### src/dspb_regs.svh
`ifndef DSPB_REGS_SVH
`define DSPB_REGS_SVH
`define DSPB_ADDR_W          16
`define DSPB_OFF_LIMREL      16'h060c
`define DSPB_OFF_DENOM       16'h060e
`define DSPB_OFF_NUMER       16'h0610
`define DSPB_OFF_QSTOP       16'h0630
`define DSPB_OFF_OPMODE      16'h1b06
`define DSPB_OFF_ALIAS       16'h0012
`define DSPB_OFF_SWADDR      16'h0ffe
`define DSPB_RST_LIMREL      32'h0000_0000
`define DSPB_RST_DENOM       32'h0000_4000
`define DSPB_RST_NUMER       32'h0000_0001
`define DSPB_RST_QSTOP       32'h0000_0006
`define DSPB_RST_OPMODE      32'h0000_0000
`define DSPB_RST_ALIAS       16'h0000
`define DSPB_DENOM_MAX       32'h7fff_ffff
`define DSPB_QS_FAULT        16'hffff
`define DSPB_QS_STAY         16'h0006
`define DSPB_LIMREL_MAX      16'h0002
`define DSPB_ESM_PREOP       4'h2
`endif

### src/dspb_pkg.sv
`default_nettype none
package dspb_pkg;
    typedef enum logic [2:0] {
        DSPB_OP_RESERVED = 3'b000,
        DSPB_OP_JOG      = 3'b001,
        DSPB_OP_PPOS     = 3'b010,
        DSPB_OP_PVEL     = 3'b011,
        DSPB_OP_HOMING   = 3'b100,
        DSPB_OP_CSP      = 3'b101,
        DSPB_OP_INVALID  = 3'b111
    } dspb_opmode_t;

    typedef struct packed {
        logic        stopToFault;
        logic        stopStay;
        logic        useDecelRamp;
        logic        useTorqueRamp;
    } dspb_qstop_t;

    typedef struct packed {
        logic        resetAllowed;
        logic        suppressAtEnable;
    } dspb_limrel_t;
endpackage : dspb_pkg
`default_nettype wire

### src/dspb_param_bank.sv
`include "dspb_regs.svh"
`default_nettype none
// Behaviour
// - Hold signed 32-bit denominator, 1 to 2147483647, reset 16384.
// - Hold numerator, reset 1; new ratio applied only on numerator write.
// - Scaling writes refused while the power stage is enabled.
// - Quick stop code -1 ramps down then enters fault state 9.
// - Quick stop code 6, the default, ramps down and stays in state 7.
// - Quick stop uses decel ramp with velocity profile, else torque ramp.
// - Release mode 0 off, 1 allows reset, 2 also suppresses at enable.
// - Release mode acts only if cyclic synchronous mode is selected at the power-stage enable.
// - A new release mode takes effect at the next power-stage enable.
// - Mode selector decodes 0,-1,1,3,6,8; changes act immediately.
// - Mode selector is 8-bit signed over objects, 16-bit otherwise.
// - Alias mode keeps the station address at offset 12 hex.
// - A changed alias address is applied only after a power cycle.
// - Switch mode shows low digit plus sixteen times high digit at 0FFE.
// - Web traffic served only in pre-operational state or higher.
module dspb_param_bank (
    input  wire logic                    sys_clk,       // 250 MHz clock
    input  wire logic                    rst_b,         // Async reset, low
    input  wire logic                    wrEn,          // Write strobe
    input  wire logic                    rdEn,          // Read strobe
    input  wire logic                    objAccess,     // Indexed-object path
    input  wire logic [`DSPB_ADDR_W-1:0] addr,          // Parameter address
    input  wire logic [31:0]             wrData,        // Write data
    input  wire logic                    powerEnabled,  // Power stage on
    input  wire logic                    quickStopReq,  // Quick stop request
    input  wire logic                    aliasMode,     // 1 alias, 0 switch
    input  wire logic [3:0]              lowDigitSwitch,  // Ones digit
    input  wire logic [3:0]              highDigitSwitch, // Sixteens digit
    input  wire logic [3:0]              esmState,      // Fieldbus state
    input  wire logic                    webReq,        // Web request
    output logic      [31:0]             rdData,        // Read data
    output logic                         rdValid,       // Read answer pulse
    output logic                         wrAck,         // Write taken pulse
    output logic                         wrErr,         // Write refused pulse
    output logic      [31:0]             activeDenom,   // Applied denominator
    output logic      [31:0]             activeNumer,   // Applied numerator
    output dspb_pkg::dspb_opmode_t       opMode,        // Decoded mode
    output dspb_pkg::dspb_qstop_t        qstopAction,   // Quick stop action
    output logic      [3:0]              stopState,     // Target state
    output dspb_pkg::dspb_limrel_t       limRelease,    // Effective release
    output logic      [7:0]              stationAddr,   // Fixed bus address
    output logic                         webGrant       // Web served pulse
);
    // -------------------------------------------------------------
    // Decode helpers
    // -------------------------------------------------------------
    // Unknown codes map to a spare encoding so writes can be refused.
    function automatic dspb_pkg::dspb_opmode_t decodeMode(
        input logic [15:0] v);
        case (v)
            16'h0000: decodeMode = dspb_pkg::DSPB_OP_RESERVED;
            16'hffff: decodeMode = dspb_pkg::DSPB_OP_JOG;
            16'h0001: decodeMode = dspb_pkg::DSPB_OP_PPOS;
            16'h0003: decodeMode = dspb_pkg::DSPB_OP_PVEL;
            16'h0006: decodeMode = dspb_pkg::DSPB_OP_HOMING;
            16'h0008: decodeMode = dspb_pkg::DSPB_OP_CSP;
            default:  decodeMode = dspb_pkg::DSPB_OP_INVALID;
        endcase
    endfunction : decodeMode

    // Any code outside the decode table counts as refused.
    function automatic logic isMode(input logic [15:0] v);
        isMode = (decodeMode(v) != dspb_pkg::DSPB_OP_INVALID);
    endfunction : isMode

    // -------------------------------------------------------------
    // Stored parameters
    // -------------------------------------------------------------
    // Stored values, as last accepted from the master.
    logic [31:0] denom;
    logic [31:0] numer;
    logic [15:0] qstop;
    logic [15:0] limRel;
    logic [15:0] opSel;
    logic [15:0] aliasStore;
    logic [7:0]  aliasLatched;
    logic        aliasTaken;
    logic        powerPrev;

    // -------------------------------------------------------------
    // Write acceptance: a refused write keeps the old value and
    // answers with wrErr instead of wrAck.
    // -------------------------------------------------------------
    wire selLimRel = (addr == `DSPB_OFF_LIMREL);
    wire selDenom  = (addr == `DSPB_OFF_DENOM);
    wire selNumer  = (addr == `DSPB_OFF_NUMER);
    wire selQstop  = (addr == `DSPB_OFF_QSTOP);
    wire selOpMode = (addr == `DSPB_OFF_OPMODE);
    wire selAlias  = (addr == `DSPB_OFF_ALIAS);
    wire selSwAddr = (addr == `DSPB_OFF_SWADDR);

    // Over the object path the mode is 8 bits; sign-extend to 16.
    wire [15:0] modeIn = objAccess ? {{8{wrData[7]}}, wrData[7:0]}
                                   : wrData[15:0];


    wire scaleOk = !powerEnabled && !wrData[31]
                   && (wrData != 32'h0000_0000);
    // Only -1..6 is stored; a master asking for -2 gets wrErr and the
    // previous reaction stays in force.
    wire qstopOk = (wrData[15:0] == `DSPB_QS_FAULT)
                   || (!wrData[15] && wrData[15:0] <= `DSPB_QS_STAY);
    wire limOk   = !powerEnabled
                   && (wrData[15:0] <= `DSPB_LIMREL_MAX);

    wire okDenom  = selDenom  && scaleOk;
    wire okNumer  = selNumer  && scaleOk;
    wire okQstop  = selQstop  && qstopOk;
    wire okLimRel = selLimRel && limOk;
    wire okOpMode = selOpMode && isMode(modeIn);
    wire okAlias  = selAlias;
    wire wrOk     = okDenom || okNumer || okQstop || okLimRel
                    || okOpMode || okAlias;

    // -------------------------------------------------------------
    // Parameter storage
    // -------------------------------------------------------------
    always_ff @(posedge sys_clk or negedge rst_b) begin
        if (!rst_b) begin
            denom  <= `DSPB_RST_DENOM;
            numer  <= `DSPB_RST_NUMER;
            qstop  <= 16'(`DSPB_RST_QSTOP);
            limRel <= 16'(`DSPB_RST_LIMREL);
            opSel  <= 16'(`DSPB_RST_OPMODE);
        end else if (wrEn) begin
            if (okDenom) begin
                denom <= wrData;
            end
            if (okNumer) begin
                numer <= wrData;
            end
            if (okQstop) begin
                qstop <= wrData[15:0];
            end
            if (okLimRel) begin
                limRel <= wrData[15:0];
            end
            if (okOpMode) begin
                opSel <= modeIn;
            end
        end
    end

    // -------------------------------------------------------------
    // Alias store
    // -------------------------------------------------------------
    // The alias store keeps its value through rst_b, as a stored
    // address outlives a power cycle; only the latched copy restarts.
    always_ff @(posedge sys_clk) begin
        if (wrEn && okAlias) begin
            aliasStore <= wrData[15:0];
        end
    end

    // -------------------------------------------------------------
    // Applied scaling: the denominator alone never changes the ratio.
    // -------------------------------------------------------------
    // The denominator is taken from the store at the numerator write,
    // so a master must write the denominator first.
    always_ff @(posedge sys_clk or negedge rst_b) begin
        if (!rst_b) begin
            activeDenom <= `DSPB_RST_DENOM;
            activeNumer <= `DSPB_RST_NUMER;
        end else if (wrEn && okNumer) begin
            activeDenom <= denom;
            activeNumer <= wrData;
        end
    end

    // -------------------------------------------------------------
    // Operating mode and quick stop reaction
    // -------------------------------------------------------------
    wire dspb_pkg::dspb_opmode_t next_opMode = decodeMode(opSel);
    wire velProfile = (next_opMode == dspb_pkg::DSPB_OP_JOG)
                      || (next_opMode == dspb_pkg::DSPB_OP_PPOS)
                      || (next_opMode == dspb_pkg::DSPB_OP_PVEL)
                      || (next_opMode == dspb_pkg::DSPB_OP_HOMING);

    // Reaction codes other than -1 and 6 give no target state here.
    wire isFault = (qstop == `DSPB_QS_FAULT);
    wire isStay  = (qstop == `DSPB_QS_STAY);
    wire dspb_pkg::dspb_qstop_t next_qstop = '{
        stopToFault:   quickStopReq && isFault,
        stopStay:      quickStopReq && isStay,
        useDecelRamp:  quickStopReq && velProfile,
        useTorqueRamp: quickStopReq && !velProfile
    };
    wire [3:0] next_stopState = !quickStopReq ? 4'h0 :
                                isFault ? 4'h9 :
                                isStay  ? 4'h7 : 4'h0;

    // Every register in the block below except limRelease reloads on each edge from its next value; limRelease loads only at enableEdge.

    // Release mode is latched at the enable edge, so a write made while
    // the stage is off never alters a motion already in progress.
    wire enableEdge = powerEnabled && !powerPrev;
    wire cyclic     = (next_opMode == dspb_pkg::DSPB_OP_CSP);
    wire dspb_pkg::dspb_limrel_t next_limRelease = '{
        resetAllowed:     cyclic && (limRel != 16'h0000),
        suppressAtEnable: cyclic && (limRel == `DSPB_LIMREL_MAX)
    };

    always_ff @(posedge sys_clk or negedge rst_b) begin
        if (!rst_b) begin
            opMode      <= dspb_pkg::DSPB_OP_RESERVED;
            qstopAction <= '0;
            stopState   <= 4'h0;
            limRelease  <= '0;
            powerPrev   <= 1'b0;
        end else begin
            opMode      <= next_opMode;
            qstopAction <= next_qstop;
            stopState   <= next_stopState;
            powerPrev   <= powerEnabled;
            if (enableEdge) begin
                limRelease <= next_limRelease;
            end
        end
    end

    // -------------------------------------------------------------
    // Station address: alias captured once after reset (power cycle).
    // -------------------------------------------------------------
    // Only the low byte of the alias store forms the address; the
    // upper byte is kept for reads but never reaches stationAddr.
    wire [7:0] switchAddr = {highDigitSwitch, lowDigitSwitch};

    always_ff @(posedge sys_clk or negedge rst_b) begin
        if (!rst_b) begin
            aliasLatched <= 8'h00;
            aliasTaken   <= 1'b0;
            stationAddr  <= 8'h00;
        end else begin
            if (!aliasTaken) begin
                aliasLatched <= aliasStore[7:0];
                aliasTaken   <= 1'b1;
            end
            stationAddr <= aliasMode ? aliasLatched : switchAddr;
        end
    end

    // -------------------------------------------------------------
    // Read path and write answers
    // -------------------------------------------------------------
    wire [31:0] next_rdData =
        selDenom  ? denom :
        selNumer  ? numer :
        selQstop  ? {{16{qstop[15]}}, qstop} :
        selLimRel ? {16'h0000, limRel} :
        selOpMode ? (objAccess ? {{24{opSel[7]}}, opSel[7:0]}
                               : {{16{opSel[15]}}, opSel}) :
        selAlias  ? {16'h0000, aliasStore} :
        selSwAddr ? {24'h000000, switchAddr} :
                    32'h0000_0000;


    // Web traffic is gated on the fieldbus state, one cycle late.
    wire next_webGrant = webReq && (esmState >= `DSPB_ESM_PREOP);

    // -------------------------------------------------------------
    // Answer pulses
    // -------------------------------------------------------------
    always_ff @(posedge sys_clk or negedge rst_b) begin
        if (!rst_b) begin
            rdValid  <= 1'b0;
            wrAck    <= 1'b0;
            wrErr    <= 1'b0;
            webGrant <= 1'b0;
        end else begin
            rdValid  <= rdEn && !wrEn;
            wrAck    <= wrEn && wrOk;
            wrErr    <= wrEn && !wrOk;
            webGrant <= next_webGrant;
        end
    end

    // -------------------------------------------------------------
    // Read data: held until the next read, so a slow master can still
    // pick it up after the rdValid pulse.
    // -------------------------------------------------------------
    always_ff @(posedge sys_clk or negedge rst_b) begin
        if (!rst_b) begin
            rdData <= 32'h0000_0000;
        end else if (rdEn && !wrEn) begin
            rdData <= next_rdData;
        end
    end
endmodule : dspb_param_bank
`default_nettype wire

### config.mk
export PLATFORM = sky130hd
export DESIGN_NAME = dspb_param_bank
export DESIGN_NICKNAME = d
export VERILOG_FILES = /design/src/dspb_pkg.sv /design/src/dspb_param_bank.sv
export VERILOG_INCLUDE_DIRS = /design/src
export SDC_FILE = /design/constraint.sdc
export NUM_CORES = 1
export LEC_CHECK = 0
export CAP_MARGIN = 10
export CORE_UTILIZATION = 55
export DETAILED_ROUTE_END_ITERATION = 7
export DONT_BUFFER_PORTS = 1
export PLACE_DENSITY = 0.72
export SYNTH_ARGS = -nofsm -noshare
export SYNTH_HDL_FRONTEND = slang
export SYNTH_SLANG_ARGS = --single-unit
### constraint.sdc
create_clock -name sys_clk -period 2.4 [get_ports sys_clk]
set_input_delay 0.12 -clock sys_clk [delete_from_list [all_inputs] [get_ports sys_clk]]
set_output_delay 0.12 -clock sys_clk [all_outputs]
set_load 0.02 [all_outputs]
# Yosys cells after proc, flatten, opt, wreduce, memory -nomap -nowiden
# Cells that the tools add are included.
# totals
ff_bits	259
output_inout_bits	121
elab_cells	117
input_bits	69
# classes
eq_ne	27
magnitude_cmp	3
reduce_logical	47
mux	15
# op_table
op	n
$mux W32	6
$eq A16 B11 Y1 const B	4
$eq A16 B16 Y1 const B	4
$eq A16 B2 Y1 const B	3
$eq A16 B3 Y1 const B	3
$pmux W3 S6	2
$eq A16 B1 Y1 const B	2
$eq A16 B4 Y1 const B	2
$logic_not A16 Y1	2
$mux W16	2
$reduce_bool A32 Y1	1
$logic_and A1 B1 Y1	22
$eq A16 B12 Y1 const B	1
$eq A16 B13 Y1 const B	1
$eq A16 B5 Y1 const B	1
$le A16 B2 Y1 const B	1
$le A16 B3 Y1 const B	1
$mux W8	2
$reduce_bool A16 Y1	1
$reduce_and A2 Y1	5
$logic_or A1 B1 Y1	9
$mux W4	2
$logic_not A1 Y1	7
$eq A3 B2 Y1 const B	2
other kinds (5)	6

# Logic depth before layout (Yosys ltp)
# depth
ltp_word	11
mapped_depth	9
mapped_depth_nobuf	7

# Worst setup path after synthesis
# No wires, ideal clock.
# synth_timing
path_type	input to register
from	input addr[13]
to	register aliasStore[0] (enable)
required_ns	1.970
arrival_time_ns	2.279
setup_slack_ns	-0.310
n_path_buf	0
setup_time_ns	0.430
cell_stages	3
cell_sequence	nor3_1 > nand3_1 > nor4_1
# synth_via
elab_chain_len	2
# synth_rtl
item	line	source
start: declaration	dspb_param_bank.sv:25	input wire logic [`DSPB_ADDR_W-1:0] addr,
$eq A16 B5 Y1 (no line)	n/a	
$logic_and A1 B1 Y1	dspb_param_bank.sv:153	if (wrEn && okAlias) begin
end signal: assignment	dspb_param_bank.sv:154	aliasStore <= wrData[15:0];
end: declaration	dspb_param_bank.sv:78	logic [15:0] aliasStore;
# Every way passes these cells.
# A chain may end at the register's enable or synchronous reset.

# Final worst setup path
# layout_timing
from	input wrEn
to	register rdData[14]
# layout_via
elab_chain_len	2
# layout_rtl
item	line	source
start: declaration	dspb_param_bank.sv:22	input wire logic wrEn,
$logic_not A1 Y1	dspb_param_bank.sv:287	end else if (rdEn && !wrEn) begin
$logic_and A1 B1 Y1	dspb_param_bank.sv:287	
end signal: assignment	dspb_param_bank.sv:288	rdData <= next_rdData;
end: declaration	dspb_param_bank.sv:34	output logic [31:0] rdData,
# Every way passes these cells.

==> results.sh <==
export IMPL_ys_types=52
export IMPL_r2r_start="opSel[7]$_DFFE_PN0P_"
export IMPL_rsz0062_at_grt="false"
export IMPL_async_flop_share=0.9289
export IMPL_cp_data_required_time_ps=2800
export IMPL_synth_area_um2=9577
export IMPL_max_slew_worst_pin_slew_ps=1095
export IMPL_ant_nets=0
export IMPL_drt_iter0_drc=456
export IMPL_grt_pass1_wl_um=41730
export IMPL_ys_seq_elements=225
export IMPL_critPathSlowestCell="a2111oi_0"
export IMPL_synth_top_area_share=0.5331
export IMPL_synth_top_family_by_area="multiplexers"
export IMPL_syn_avg_cell_area_um2=12.29
export IMPL_final_nets=908
export IMPL_ios=190
export IMPL_insertion_delay_ps=510
export IMPL_pre_cts_ws_ps=110.6
export IMPL_wl_um=27040
export IMPL_dp_hpwl_um=17610
export IMPL_cts_sinks=225
export IMPL_violations="negative hold slack"
export IMPL_r2r_slack_ps=360
export IMPL_drive_above_1_share=0.2453
export IMPL_stdcell_count=1076
export IMPL_worst_hold_slack_ps=-693.6
export IMPL_firstDrtPassIters=5
export IMPL_syn_nets=848
export IMPL_synth_edf_count=16
export IMPL_max_freq_ghz=0.4625
export IMPL_via_per_inst=6.460
export IMPL_outcome="finished with violations"
export IMPL_synthXorXnorAreaFrac=0
export IMPL_cts_buffers=23
export IMPL_clk_pin_slew_worst_paths_ps=60
export IMPL_ctsRootBufferMaster="clkbuf_16"
export IMPL_synth_fa_ha_area_frac=0
export IMPL_post_cts_resized=0
export IMPL_cts_setup_buffers=0
export IMPL_synth_top_area_cell="dfrtp_1"
export IMPL_post_route_drc_count=0
export IMPL_setup_tns_ps=0
export IMPL_dp_cells=981
export IMPL_layout_setup_ws_ps=237.7
export IMPL_detail_route_wl_per_cell_um=25.13
export IMPL_slew_viol_final=0
export IMPL_path_cells="dlygate4sd3_1, inv_1, nand2_1, clkinv_1, o41ai_1, buf_4, a2111oi_0, buf_4, a21oi_1"
export IMPL_grt_use_total=0.3075
export IMPL_synth_area_mux_share=0.1625
export IMPL_grt_antenna_before_repair=0
export IMPL_ys_flop_type="dfrtp_1"
export IMPL_maxCapViolCount=0
export IMPL_dieArea_um2=17940
export IMPL_finClkSkew_ps=8.783
export IMPL_io_buffers=0
export IMPL_critPathMaxStageDelay_ps=860
export IMPL_end_kind="flip-flop"
export IMPL_startpoint_type="input port"
export IMPL_hp_class="input port to asynchronous set/reset pin"
export IMPL_leakage_nw=5.062
export IMPL_syn_inst=779
export IMPL_syn2layout_area_growth_pct=17.23
export IMPL_crit_top_cell="buf_4"
export IMPL_grt_max_degree=210
export IMPL_initial_core_util=0.5694
export IMPL_cts_buffer_depth=3
export IMPL_h_tree_depth=1
export IMPL_synth_compound_area_frac=0.1018
export IMPL_coreArea_um2=16820
export IMPL_power_per_cell_area_nw_per_um2=712.9
export IMPL_gp_congestion=0.9440
export IMPL_min_period_over_period=0.9010
export IMPL_maxSlewHeadroom=0.2508
export IMPL_rows=47
export IMPL_seq_area_frac_synth=0.5969
export IMPL_period_minus_slack_ps=2162
export IMPL_finalSetupViolations=0
export IMPL_synth_simple_area_share=0.1111
export IMPL_ctsHoldBuffers=53
export IMPL_dieHeight_um=134.0
export IMPL_die_x_um=134.0
export IMPL_rr_endpoint="rdData[13]$_DFFE_PN0P_"
export IMPL_cts_tree="done"
export IMPL_critical_path_max_fanout=7
export IMPL_vdd_drop_max_mv=0.5482
export IMPL_grt_pass1_vias=7203
export IMPL_synth_area_leaders="dfrtp_1 (53%), mux2_2 (15%), edfxtp_1 (5.0%)"
export IMPL_hold_violations=209
export IMPL_diodes=0
export IMPL_arrival_ps=2560
export IMPL_critPathKind="input port to flip-flop"
export IMPL_vias=6951
export IMPL_yosys_warnings=0
export IMPL_r2r_cells=4
export IMPL_gr_total_overflow=0
export IMPL_power_mw=8.004
[cells in the mapped netlist, types with 9 or more instances]
library cell and n:
clkbuf_1 26, nand2_1 44, o2bb2ai_1 9, dfrtp_1 204
mux2_2 131, o22ai_1 25, nor3_1 12, buf_2 17
o21ai_0 21, edfxtp_1 16, nor4_1 21, a21oi_1 37
and2_1 16, nor2_1 68, nand4_1 16
[stage by stage]
stage | instance area, um2 | util
after global routing | 11230 | 0.6675
after floorplan | 9583 | -
after detailed placement | 9920 | 0.5898
after global placement | 9920 | 0.5898
final | 11230 | 0.6675
after CTS | 11230 | 0.6675
[kinds of logic (layout without fill, tap and decap cells)]
family / Yosys count / in the layout
mux: 139 / 139
compound gates: 144 / 144
simple gates: 214 / 214
other cells: 1 / 1
buf+inv: 56 / 133
flops: 225 / 225
[placed cells by master, fill, tap and decap left out, types with 7 or more instances in the layout]
| cell | synthesis | final |
|---|---|---|
| a22oi_1 | 7 | 7 |
| nor4_1 | 21 | 20 |
| nand4_1 | 16 | 16 |
| nor2_1 | 68 | 68 |
| nand2_1 | 44 | 44 |
| edfxtp_1 | 16 | 16 |
| a2111oi_0 | 7 | 7 |
| o2bb2ai_1 | 9 | 9 |
| a221oi_1 | 8 | 8 |
| o211ai_1 | 8 | 8 |
| dfrtp_1 | 204 | 204 |
| clkbuf_16 | 0 | 23 |
| inv_1 | 7 | 7 |
| nand3_1 | 8 | 7 |
| mux2_2 | 131 | 131 |
| and2_1 | 16 | 16 |
| a221o_1 | 8 | 8 |
| buf_4 | 2 | 26 |
| mux2i_1 | 7 | 7 |
| o22ai_1 | 25 | 25 |
| a21oi_1 | 37 | 37 |
| o21ai_0 | 21 | 21 |
| dlygate4sd3_1 | 0 | 53 |
| nor3_1 | 12 | 11 |
[worst max path at each step]
stage | cells after the start | to | start
after global placement | 6 | denom[29]$_DFFE_PN0P_ | addr[6]
after detailed placement | 6 | denom[8]$_DFFE_PN0P_ | addr[6]
after global routing | 8 | rdData[13]$_DFFE_PN0P_ | wrEn
after CTS | 9 | rdData[14]$_DFFE_PN0P_ | wrEn
after floorplan | 8 | opSel[7]$_DFFE_PN0P_ | addr[6]
final | 9 | rdData[14]$_DFFE_PN0P_ | wrEn
[flip-flops by register name (all words and copies together), names as in the netlist, 4 cells and up]
| register | cells |
|---|---|
| activeDenom | 32 |
| denom | 32 |
| numer | 32 |
| limRel | 16 |
| qstopAction | 4 |
| aliasStore | 16 |
| stationAddr | 8 |
| rdData | 32 |
| aliasLatched | 8 |
| opSel | 16 |
| qstop | 16 |
[final cells by class]
class                   instances  area [um2]
flip-flops and latches        225        5717
fillers                      1249        5592
multi-input cells             498        3622
repair buffers                 83       805.8
clock buffers                  30       651.9
well taps                     220       275.3
clock inverters                12       125.1
inverters                       8       30.03
[where the power goes]
part | leakage (nW) | internal [mW] | switching [mW]
logic | 1.75 | 0.160 | 0.149
registers | 2.93 | 3.91 | 0.166
clock network | 0.388 | 2.14 | 1.47
total | 5.06 | 6.22 | 1.79
[layer usage]
layer / up-vias / wire, um / track usage
li1: 2992 / - / -
met5: - / 0 / 0
met1: 3539 / 10400 / 0.3886
met4: 0 / 892 / 0.1086
met3: 64 / 2997 / 0.1032
met2: 356 / 12750 / 0.4951
[critical path, delay by kind of cell]
family,cells,cell delay (ps)
buffers and inverters,5,1300
AO/OA/AOI/OAI,3,1010
AND/OR/NAND/NOR,1,120
Note: power is estimated with default switching activity, not from simulation.
